$ cat src/mmc_defs.vh
`ifndef MMC_DEFS_VH
`define MMC_DEFS_VH

// Register indices; byte address is four times the index
`define MMC_IDX_CTRL_A 8'h0b
`define MMC_IDX_CTRL_B 8'h0c
`define MMC_IDX_STATUS 8'h40
`define MMC_IDX_W 8

// Reset values
`define MMC_CTRL_A_RST 8'h06
`define MMC_CTRL_B_RST 8'h40

// Control register A fields
`define MMC_A_SOFT_RESET 7
`define MMC_A_ZX_FILTER_OFF 6
`define MMC_A_RESERVED 5
`define MMC_A_CH_SWAP 4
`define MMC_A_POWER_DOWN 3
`define MMC_A_PULSE_TWO_OFF 2
`define MMC_A_PULSE_ONE_OFF 1
`define MMC_A_HP_BYPASS 0

// Control register B fields
`define MMC_B_TWO_SRC_HI 7
`define MMC_B_TWO_SRC_LO 6
`define MMC_B_ONE_SRC_HI 5
`define MMC_B_ONE_SRC_LO 4
`define MMC_B_RMS_CHOICE 3
`define MMC_B_RMS_ON_ZX 2
`define MMC_B_FREQ_SEL 1
`define MMC_B_WAVE_EN 0

// Pulse source field and effective source codes
`define MMC_SRC_ACTIVE 2'h0
`define MMC_SRC_REACTIVE 2'h1
`define MMC_SRC_APPARENT 2'h2
`define MMC_SRC_IRMS 2'h3

// Status register fields
`define MMC_S_BUSY 0
`define MMC_S_RMS_PEND 1
`define MMC_S_ONE_LO 2
`define MMC_S_TWO_LO 4

// Soft reset hold time
`define MMC_CLK_NS 4
`define MMC_SOFT_RESET_NS 20
`define MMC_SOFT_RESET_CYC ((`MMC_SOFT_RESET_NS + `MMC_CLK_NS - 1) / `MMC_CLK_NS)
`define MMC_CNT_W 4

// AHB-Lite encodings
`define MMC_HTRANS_NONSEQ_BIT 1
`define MMC_HRESP_OKAY 1'h0

`endif

$ cat src/mmc_ahb_slave.v
`timescale 1ns/1ns
`include "mmc_defs.vh"

module mmc_ahb_slave (
    // Clock and reset
    input wire clk,
    input wire rst,
    input wire ce,
    // AHB-Lite
    input wire hsel,
    input wire [31:0] haddr,
    input wire [1:0] htrans,
    input wire hwrite,
    input wire [2:0] hsize,
    input wire [31:0] hwdata,
    input wire hready,
    output wire hreadyout,
    output wire hresp,
    output reg [31:0] hrdata,
    // Register side
    output wire wr_en,
    output wire [`MMC_IDX_W-1:0] reg_idx,
    output wire [7:0] wr_data,
    input wire [7:0] rd_data
);

    reg wr_phase;
    reg rd_phase;
    reg rd_done;
    reg [`MMC_IDX_W-1:0] idx;
    wire take;

    // Only whole-word transfers are expected; size is not checked
    assign take = hsel & htrans[`MMC_HTRANS_NONSEQ_BIT] & hready;
    assign wr_en = wr_phase & ce;
    assign reg_idx = idx;
    assign wr_data = hwdata[7:0];
    assign hresp = `MMC_HRESP_OKAY;
    // One wait state on reads so a read always sees an earlier write;
    // a low clock enable stalls the bus so no transfer is lost while frozen
    assign hreadyout = ce & ~(rd_phase & ~rd_done);

    always @(posedge clk or posedge rst) begin
        if (rst) begin
            wr_phase <= 1'b0;
            rd_phase <= 1'b0;
            rd_done <= 1'b0;
            idx <= {`MMC_IDX_W{1'b0}};
            hrdata <= 32'h0;
        end else if (ce) begin
            if (rd_phase & ~rd_done) begin
                rd_done <= 1'b1;
                hrdata <= {24'h0, rd_data};
            end else begin
                rd_done <= 1'b0;
                wr_phase <= take & hwrite;
                rd_phase <= take & ~hwrite;
                if (take) begin
                    // Out-of-window addresses map to an unused index
                    idx <= (haddr[31:10] == 22'h0) ? haddr[9:2] : {`MMC_IDX_W{1'b1}};
                end
            end
        end
    end

endmodule

$ cat src/mmc_pulse_route.v
`timescale 1ns/1ns
`include "mmc_defs.vh"

module mmc_pulse_route (
    // Clock and reset
    input wire clk,
    input wire rst,
    input wire ce,
    // Selection
    input wire [1:0] source,
    input wire rms_choice,
    input wire disable_out,
    // Candidate pulse strobes
    input wire active_pulse,
    input wire reactive_pulse,
    input wire apparent_pulse,
    input wire irms_pulse,
    // Result
    output wire [1:0] effective,
    output reg pulse
);

    reg next_pulse;

    assign effective = source[1] ? (rms_choice ? `MMC_SRC_IRMS : `MMC_SRC_APPARENT) : source;

    always @* begin
        case (effective)
            `MMC_SRC_ACTIVE: next_pulse = active_pulse;
            `MMC_SRC_REACTIVE: next_pulse = reactive_pulse;
            `MMC_SRC_APPARENT: next_pulse = apparent_pulse;
            default: next_pulse = irms_pulse;
        endcase
    end

    always @(posedge clk or posedge rst) begin
        if (rst) begin
            pulse <= 1'b0;
        end else if (ce) begin
            pulse <= next_pulse & ~disable_out;
        end
    end

endmodule

$ cat src/mmc_regs.v
`timescale 1ns/1ns
`include "mmc_defs.vh"

// How it works
// - Writing 1 to the soft reset bit returns every metering register to its default value.
// - The zero-crossing filter off bit bypasses the low-pass filter of zero-crossing detection and resets to 0.
// - The channel swap bit exchanges the roles of the two ADC channels.
// - The power down bit powers down both voltage and current converters.
// - The pulse output two off bit resets to 1 and holds pulse output two disabled while set.
// - The pulse output one off bit resets to 1 and holds pulse output one disabled while set.
// - The high-pass bypass bit bypasses the high-pass filters of both channels.
// - Bits 7 to 6 of control register B, reset 01, pick active, reactive, or apparent-or-rms for output two.
// - Bits 5 to 4 of control register B, reset 00, pick active, reactive, or apparent-or-rms for output one.
// - Bit 3 of control register B picks apparent power or current rms for any 1x output and the accumulators.
// - With bit 2 of control register B set, rms results update only at voltage zero-crossings.
// - Bit 1 of control register B makes the line result a period (0) or a frequency (1).
// - Bit 0 of control register B enables waveform sampling and resets to 0.
module mmc_regs (
    // Clock, enable and reset
    input wire REF_CLK,
    input wire CE,
    input wire RST,
    // AHB-Lite slave
    input wire HSEL,
    input wire [31:0] HADDR,
    input wire [1:0] HTRANS,
    input wire HWRITE,
    input wire [2:0] HSIZE,
    input wire [31:0] HWDATA,
    input wire HREADY,
    output wire HREADYOUT,
    output wire HRESP,
    output wire [31:0] HRDATA,
    // Pulse candidates from the datapath
    input wire ACTIVE_PULSE,
    input wire REACTIVE_PULSE,
    input wire APPARENT_PULSE,
    input wire IRMS_PULSE,
    // Rms and zero-crossing events
    input wire RMS_SAMPLE_READY,
    input wire VOLT_ZERO_CROSS,
    // Pulse outputs
    output wire PULSE_OUTPUT_ONE,
    output wire PULSE_OUTPUT_TWO,
    // Datapath controls
    output wire METERING_SOFT_RESET,
    output wire ZERO_CROSS_FILTER_OFF,
    output wire ADC_CHANNEL_SWAP,
    output wire ADC_POWER_DOWN,
    output wire HIGHPASS_BYPASS,
    output wire APPARENT_OR_RMS_CHOICE,
    output wire PERIOD_OR_FREQ_SELECT,
    output wire WAVEFORM_SAMPLE_ENABLE,
    output reg RMS_UPDATE
);

    // Soft reset sequencer states
    localparam ST_IDLE = 3'b001;
    localparam ST_HOLD = 3'b010;
    localparam ST_DONE = 3'b100;

    reg [7:0] metering_ctrl_a;
    reg [7:0] metering_ctrl_b;
    reg [2:0] state;
    reg [2:0] next_state;
    reg [`MMC_CNT_W-1:0] hold_cnt;
    reg [`MMC_CNT_W-1:0] next_hold_cnt;
    reg [7:0] next_ctrl_a;
    reg [7:0] next_ctrl_b;
    reg rms_pending;
    reg next_rms_pending;
    reg next_rms_update;
    reg [7:0] status;
    reg [7:0] rd_data;
    reg wr_a;
    reg wr_b;

    wire wr_en;
    wire [`MMC_IDX_W-1:0] reg_idx;
    wire [7:0] wr_data;
    wire soft_req;
    // Hold time in whole clocks, rounded up
    wire [31:0] hold_cyc = `MMC_SOFT_RESET_CYC;
    wire busy;
    wire [1:0] src [0:1];
    wire [1:0] eff [0:1];
    wire [1:0] off_bit;
    wire [1:0] pulse_out;

    // Bus front end; it stalls the bus while the clock enable is low
    mmc_ahb_slave u_bus (
        .clk(REF_CLK),
        .rst(RST),
        .ce(CE),
        .hsel(HSEL),
        .haddr(HADDR),
        .htrans(HTRANS),
        .hwrite(HWRITE),
        .hsize(HSIZE),
        .hwdata(HWDATA),
        .hready(HREADY),
        .hreadyout(HREADYOUT),
        .hresp(HRESP),
        .hrdata(HRDATA),
        .wr_en(wr_en),
        .reg_idx(reg_idx),
        .wr_data(wr_data),
        .rd_data(rd_data)
    );

    // Busy covers the hold and the closing done cycle
    assign busy = ~state[0];
    assign soft_req = wr_a & wr_data[`MMC_A_SOFT_RESET];

    // Write decode; writes are dropped while the metering reset runs,
    // so software polls the busy flag before it writes again
    always @* begin
        wr_a = 1'b0;
        wr_b = 1'b0;
        if (wr_en & ~busy) begin
            case (reg_idx)
                `MMC_IDX_CTRL_A: wr_a = 1'b1;
                `MMC_IDX_CTRL_B: wr_b = 1'b1;
                default: begin
                    wr_a = 1'b0;
                    wr_b = 1'b0;
                end
            endcase
        end
    end

    // Soft reset sequencer: hold, then one done cycle that clears the bit
    always @* begin
        case (state)
            ST_IDLE: next_state = soft_req ? ST_HOLD : ST_IDLE;
            ST_HOLD: next_state = (hold_cnt == `MMC_CNT_W'd1) ? ST_DONE : ST_HOLD;
            ST_DONE: next_state = ST_IDLE;
            default: next_state = ST_IDLE;
        endcase
    end

    always @* begin
        next_hold_cnt = hold_cnt;
        if (soft_req) begin
            next_hold_cnt = hold_cyc[`MMC_CNT_W-1:0];
        end else if (state == ST_HOLD) begin
            next_hold_cnt = hold_cnt - `MMC_CNT_W'd1;
        end
    end

    always @(posedge REF_CLK or posedge RST) begin
        if (RST) begin
            state <= ST_IDLE;
            hold_cnt <= {`MMC_CNT_W{1'b0}};
        end else if (CE) begin
            state <= next_state;
            hold_cnt <= next_hold_cnt;
        end
    end

    // Control register A
    always @* begin
        next_ctrl_a = metering_ctrl_a;
        if (soft_req) begin
            next_ctrl_a = `MMC_CTRL_A_RST;
            next_ctrl_a[`MMC_A_SOFT_RESET] = 1'b1;
        end else if (state == ST_DONE) begin
            next_ctrl_a[`MMC_A_SOFT_RESET] = 1'b0;
        end else if (wr_a) begin
            // Reserved bit stored as written; software keeps it 0
            next_ctrl_a = wr_data;
        end
    end

    // Control register B
    always @* begin
        next_ctrl_b = metering_ctrl_b;
        if (soft_req) begin
            next_ctrl_b = `MMC_CTRL_B_RST;
        end else if (wr_b) begin
            next_ctrl_b = wr_data;
        end
    end

    always @(posedge REF_CLK or posedge RST) begin
        if (RST) begin
            metering_ctrl_a <= `MMC_CTRL_A_RST;
            metering_ctrl_b <= `MMC_CTRL_B_RST;
        end else if (CE) begin
            metering_ctrl_a <= next_ctrl_a;
            metering_ctrl_b <= next_ctrl_b;
        end
    end

    // Status word: busy, held rms sample and the effective source of each output
    always @* begin
        status = 8'h0;
        status[`MMC_S_BUSY] = busy;
        status[`MMC_S_RMS_PEND] = rms_pending;
        status[`MMC_S_ONE_LO +: 2] = eff[0];
        status[`MMC_S_TWO_LO +: 2] = eff[1];
    end

    // Register read mux, sampled by the bus front end
    always @* begin
        rd_data = 8'h0;
        case (reg_idx)
            `MMC_IDX_CTRL_A: rd_data = metering_ctrl_a;
            `MMC_IDX_CTRL_B: rd_data = metering_ctrl_b;
            `MMC_IDX_STATUS: rd_data = status;
            default: rd_data = 8'h0;
        endcase
    end

    // Datapath controls; the reset pulse covers the whole hold
    assign METERING_SOFT_RESET = metering_ctrl_a[`MMC_A_SOFT_RESET];
    assign ZERO_CROSS_FILTER_OFF = metering_ctrl_a[`MMC_A_ZX_FILTER_OFF];
    assign ADC_CHANNEL_SWAP = metering_ctrl_a[`MMC_A_CH_SWAP];
    assign ADC_POWER_DOWN = metering_ctrl_a[`MMC_A_POWER_DOWN];
    assign HIGHPASS_BYPASS = metering_ctrl_a[`MMC_A_HP_BYPASS];
    assign APPARENT_OR_RMS_CHOICE = metering_ctrl_b[`MMC_B_RMS_CHOICE];
    assign PERIOD_OR_FREQ_SELECT = metering_ctrl_b[`MMC_B_FREQ_SEL];
    assign WAVEFORM_SAMPLE_ENABLE = metering_ctrl_b[`MMC_B_WAVE_EN];

    assign src[1] = metering_ctrl_b[`MMC_B_TWO_SRC_HI:`MMC_B_TWO_SRC_LO];
    assign src[0] = metering_ctrl_b[`MMC_B_ONE_SRC_HI:`MMC_B_ONE_SRC_LO];
    assign off_bit[0] = metering_ctrl_a[`MMC_A_PULSE_ONE_OFF];
    assign off_bit[1] = metering_ctrl_a[`MMC_A_PULSE_TWO_OFF];

    // One router per pulse output
    genvar ch;
    generate
        for (ch = 0; ch < 2; ch = ch + 1) begin : g_pulse
            // One choice bit feeds both, so mixed use cannot occur
            mmc_pulse_route u_route (
                .clk(REF_CLK),
                .rst(RST),
                .ce(CE),
                .source(src[ch]),
                .rms_choice(metering_ctrl_b[`MMC_B_RMS_CHOICE]),
                .disable_out(off_bit[ch]),
                .active_pulse(ACTIVE_PULSE),
                .reactive_pulse(REACTIVE_PULSE),
                .apparent_pulse(APPARENT_PULSE),
                .irms_pulse(IRMS_PULSE),
                .effective(eff[ch]),
                .pulse(pulse_out[ch])
            );
        end
    endgenerate

    assign PULSE_OUTPUT_ONE = pulse_out[0];
    assign PULSE_OUTPUT_TWO = pulse_out[1];

    // Rms update gating; a new sample in the same cycle as a crossing still goes out
    always @* begin
        next_rms_update = 1'b0;
        next_rms_pending = 1'b0;
        if (busy) begin
            // Soft reset drops any held sample
            next_rms_update = 1'b0;
            next_rms_pending = 1'b0;
        end else if (metering_ctrl_b[`MMC_B_RMS_ON_ZX]) begin
            // Hold a sample until a voltage crossing releases it
            if (VOLT_ZERO_CROSS) begin
                next_rms_update = rms_pending | RMS_SAMPLE_READY;
            end else begin
                next_rms_pending = rms_pending | RMS_SAMPLE_READY;
            end
        end else begin
            next_rms_update = RMS_SAMPLE_READY;
        end
    end

    always @(posedge REF_CLK or posedge RST) begin
        if (RST) begin
            rms_pending <= 1'b0;
            RMS_UPDATE <= 1'b0;
        end else if (CE) begin
            rms_pending <= next_rms_pending;
            RMS_UPDATE <= next_rms_update;
        end
    end

endmodule

$ cat config.mk
export PLATFORM = sky130hd
export DESIGN_NAME = mmc_regs
export DESIGN_NICKNAME = d
export VERILOG_FILES = /design/src/mmc_ahb_slave.v /design/src/mmc_pulse_route.v /design/src/mmc_regs.v
export VERILOG_INCLUDE_DIRS = /design/src
export SDC_FILE = /design/constraint.sdc
export NUM_CORES = 1
export LEC_CHECK = 0
export BUFFER_PORTS_ARGS = -buffer_cell sky130_fd_sc_hd__buf_2
export CAP_MARGIN = 20
export CORE_MARGIN = 2
export CORE_UTILIZATION = 49
export DETAILED_ROUTE_END_ITERATION = 10
export GPL_TIMING_DRIVEN = 0
export PLACE_DENSITY = 0.95
export SKIP_CTS_REPAIR_TIMING = 1
export SYNTH_ARGS = -nofsm -noshare
export SYNTH_HDL_FRONTEND = slang
export SYNTH_SLANG_ARGS = --single-unit
$ cat constraint.sdc
create_clock -name REF_CLK -period 4.75 [get_ports REF_CLK]
set_input_delay 0.95 -clock REF_CLK [delete_from_list [all_inputs] [get_ports REF_CLK]]
set_output_delay 0.95 -clock REF_CLK [all_outputs]
set_load 0.005 [all_outputs]
==> results.md <==
| Metric | This run | Unit |
|---|---|---|
| Share of the yosys chip area belonging to registers | 47.7 | % |
| Most frequent cells in the layout | buf_2, dfrtp_1, buf_4, conb_1, nor2_1 | - |
| Syn_area_per_cell | 10.3 | um^2 |
| Number of endpoints with negative hold slack in the final report | 0 | - |
| Number of antenna violations at the first check in global routing | 0 | - |
| Commonest register cell after synthesis | dfrtp_1 | - |
| Mapped Cells | 235 | - |
| Maximum root-to-sink buffer count | 2 | - |
| Number of antenna cells inserted | 0 | - |
| Power density cells | 287 | mW/mm^2 |
| Syn Std Cell Area | 0.00242 | mm^2 |
| Total GRT Usage | 21.8 | % |
| Async SR Flop Fraction | 100 | % |
| Floorplan die height | 74.3 | um |
| CTS clk-pin slew, worst paths | 90 | ps |
| Remaining max-slew budget at the tightest pin | 47.4 | % |
| Unrepaired setup endpoints after global routing | no | - |
| Shortest period the worst path allows | 2820 | ps |
| Number of nets at the end of the flow | 420 | - |
| Critical path endpoint category | output port | - |
| Half-perimeter wire length of the detailed placement result | 4290 | um |
| Via-to-Cell Ratio | 5.28 | - |
| Count of nets left with antenna violations after detail routing | 0 | - |
| Number of top-level pins | 126 | - |
| Largest delay share family, worst path | buffers and inverters | - |
| Layout-stage area growth over the synthesis result | 27.2 | % |
| Count of input and output buffers | 70 | - |
| Achievable frequency | 0.355 | GHz |
| Total instance count after detailed placement | 397 | - |
| Register bit count reported by yosys | 46 | - |
| Largest net degree at the start of global routing | 30 | - |
| Static leakage | 0.00151 | uW |
| Leading cell types by total area after synthesis | dfrtp_1, buf_4, dfstp_2, a22o_1, nor2_1 | - |
| First-iteration detailed-routing DRC count | 129 | - |
| Maximum ir drop on the vdd rail | 131 | uV |
| Maxcap violations | 0 | - |
| Req. time, crit path | 3800 | ps |
| Yosys top cell area share | 43.4 | % |
| Routed wirelength normalized by instance count | 14.2 | um |
| Wirelength, routed | 5740 | um |
| Area of the core | 0.00475 | mm^2 |
| Weighted congestion at the end of routability-driven global placement | 0.870 | - |
| EDFF count, synth | 0 | - |
| Fraction of the cycle the final worst path needs | 59.3 | % |
| GRT Residual Overflow | 0 | - |
| Final-layout setup total negative slack | 0 | ps |
| Initial standard-cell utilization of the core | 50.9 | % |
| Count of warnings emitted by yosys | 0 | - |
| Worst min-delay path category | reg2reg | - |
| Cell at the root of the clock tree | clkbuf_8 | - |
| CTS tree | built | - |
| Arr. time, crit path | 1870 | ps |
| Slowest stage cell on the critical path | clkbuf_1 | - |
| Reg2Reg Setup Slack | 2910 | ps |
| Htree depth | 2 | - |
| Layout Skew | 10.1 | ps |
| Slew at the pin closest to its max-slew limit | 778 | ps |
| Final design utilization | 64.8 | % |
| Routed via count | 2139 | - |
| CTS Sinks | 46 | - |
| Placed instance area | 0.00297 | mm^2 |
| Maximum fanout along the worst path | 10 | - |
| Worst-path cell chain | buf_2 > clkbuf_1 > o21ai_0 > inv_1 > buf_2 | - |
| Final Slew Violations | 0 | - |
| Most area-hungry cell type in the Yosys netlist | dfrtp_1 | - |
| Path type of the worst setup path | in2out | - |
| Share of layout cells above drive strength 1 | 35.5 | % |
| Crit path top cell by count | buf_2 | - |
| Count of TritonRoute iterations in the first routing pass | 4 | - |
| Critical path launch point type | input pin | - |
| Horizontal die dimension | 74.3 | um |
| Wire length of the first global-routing pass | 9080 | um |
| Maximum single-stage delay on the critical path | 350 | ps |
| Overall die area | 0.00552 | mm^2 |
| Result of the run | finished, final reports clean | - |
| Number of design rule violations left after detail routing | 0 | - |
| CP Buf/Inv Count | 4 | - |
| Setup-failing EPs final | 0 | - |
| Num CTS Buffers | 5 | - |
| Hold slack | 477 | ps |
| Via count of the first global-routing pass | 1966 | - |
| Clock Latency Late Sink | 320 | ps |
| Most common cell after layout, fill and taps aside | buf_2 | - |
| Distinct cells, synth | 51 | - |
| Final cell count without fillers | 405 | - |
| Number of placement rows | 25 | - |
| Post-layout instance area | 0.00308 | mm^2 |
==> per-layer routing <==
layer	track usage (%)	share of wire, %
met1	27.0	42
met2	37.7	49
met3	3.66	6.3
met4	9.52	2.8
met5	0	0
==> area by class of cell <==
| cell class | instances | area [um^2] |
|---|---|---|
| clock buffer | 5 | 68.8 |
| multi-input combinational | 170 | 1090 |
| tap | 67 | 83.8 |
| sequential | 46 | 1160 |
| clock inverter | 3 | 45.0 |
| inverter | 9 | 33.8 |
| buffer | 34 | 235 |
| fill | 394 | 1670 |
| timing repair buffer | 71 | 370 |
==> flip-flops by register name (all words and copies together) (netlist names) <==
name / flops
u_bus.rd_done: 1
metering_ctrl_b: 8
state: 3
RMS_UPDATE: 1
g_pulse.u_route.pulse: 2
hold_cnt: 4
u_bus.reg_idx: 8
rms_pending: 1
metering_ctrl_a: 8
u_bus.wr_phase: 1
u_bus.hrdata: 8
u_bus.rd_phase: 1
==> through the flow <==
step	worst slack, ps	total power, uW
after floorplan	2360	525
after global placement	1970	586
after detailed placement	1960	595
after CTS	1960	888
after global routing	1820	920
final	1930	884
==> worst paths after layout <==
path | from | end | cells after the start
min in group asynchronous | RST | u_bus.reg_idx[4] | 2
worst min register to register | g_pulse[1].u_route.pulse | g_pulse[1].u_route.pulse | 1
worst max-delay path | CE | HREADYOUT | 5
max in group asynchronous | RST | metering_ctrl_a[2] | 3
worst min-delay path | g_pulse[1].u_route.pulse | g_pulse[1].u_route.pulse | 1
worst max register to register | u_bus.reg_idx[0] | metering_ctrl_b[6] | 5
==> worst reg2reg max path, cell delays in order (launching register included) <==
cell	delay, ps
dfrtp_1	430
nor4_4	580
and3b_1	280
buf_6	160
mux2i_1	250
nand2_1	80
==> Yosys cell counts, types with 6 or more instances <==
master	n
a21oi_1	6
a221oi_1	6
a22o_1	10
buf_4	26
dfrtp_1	42
inv_1	8
nand2_1	17
nand2b_1	6
nor2_1	20
nor4_1	6
o21ai_1	9
o22a_1	8
==> power breakdown <==
group	switching, uW	total, uW	internal [uW]
Sequential	22.7	449	427
Clock	141	297	156
Combinational	64.5	137	72.8
Total	228	884	656
==> logic make-up after synthesis <==
kind of cell             share of synthesized area, %
AND/OR/NAND/NOR                                  18.9
AO/OA/AOI/OAI                                    17.9
flip-flops                                       47.7
buffers and inverters                            11.1
multiplexers                                     2.07
XOR/XNOR                                         1.08
adder cells (fa/ha/maj)                          1.03
other                                           0.155
Power figures use the tool's default switching activity.
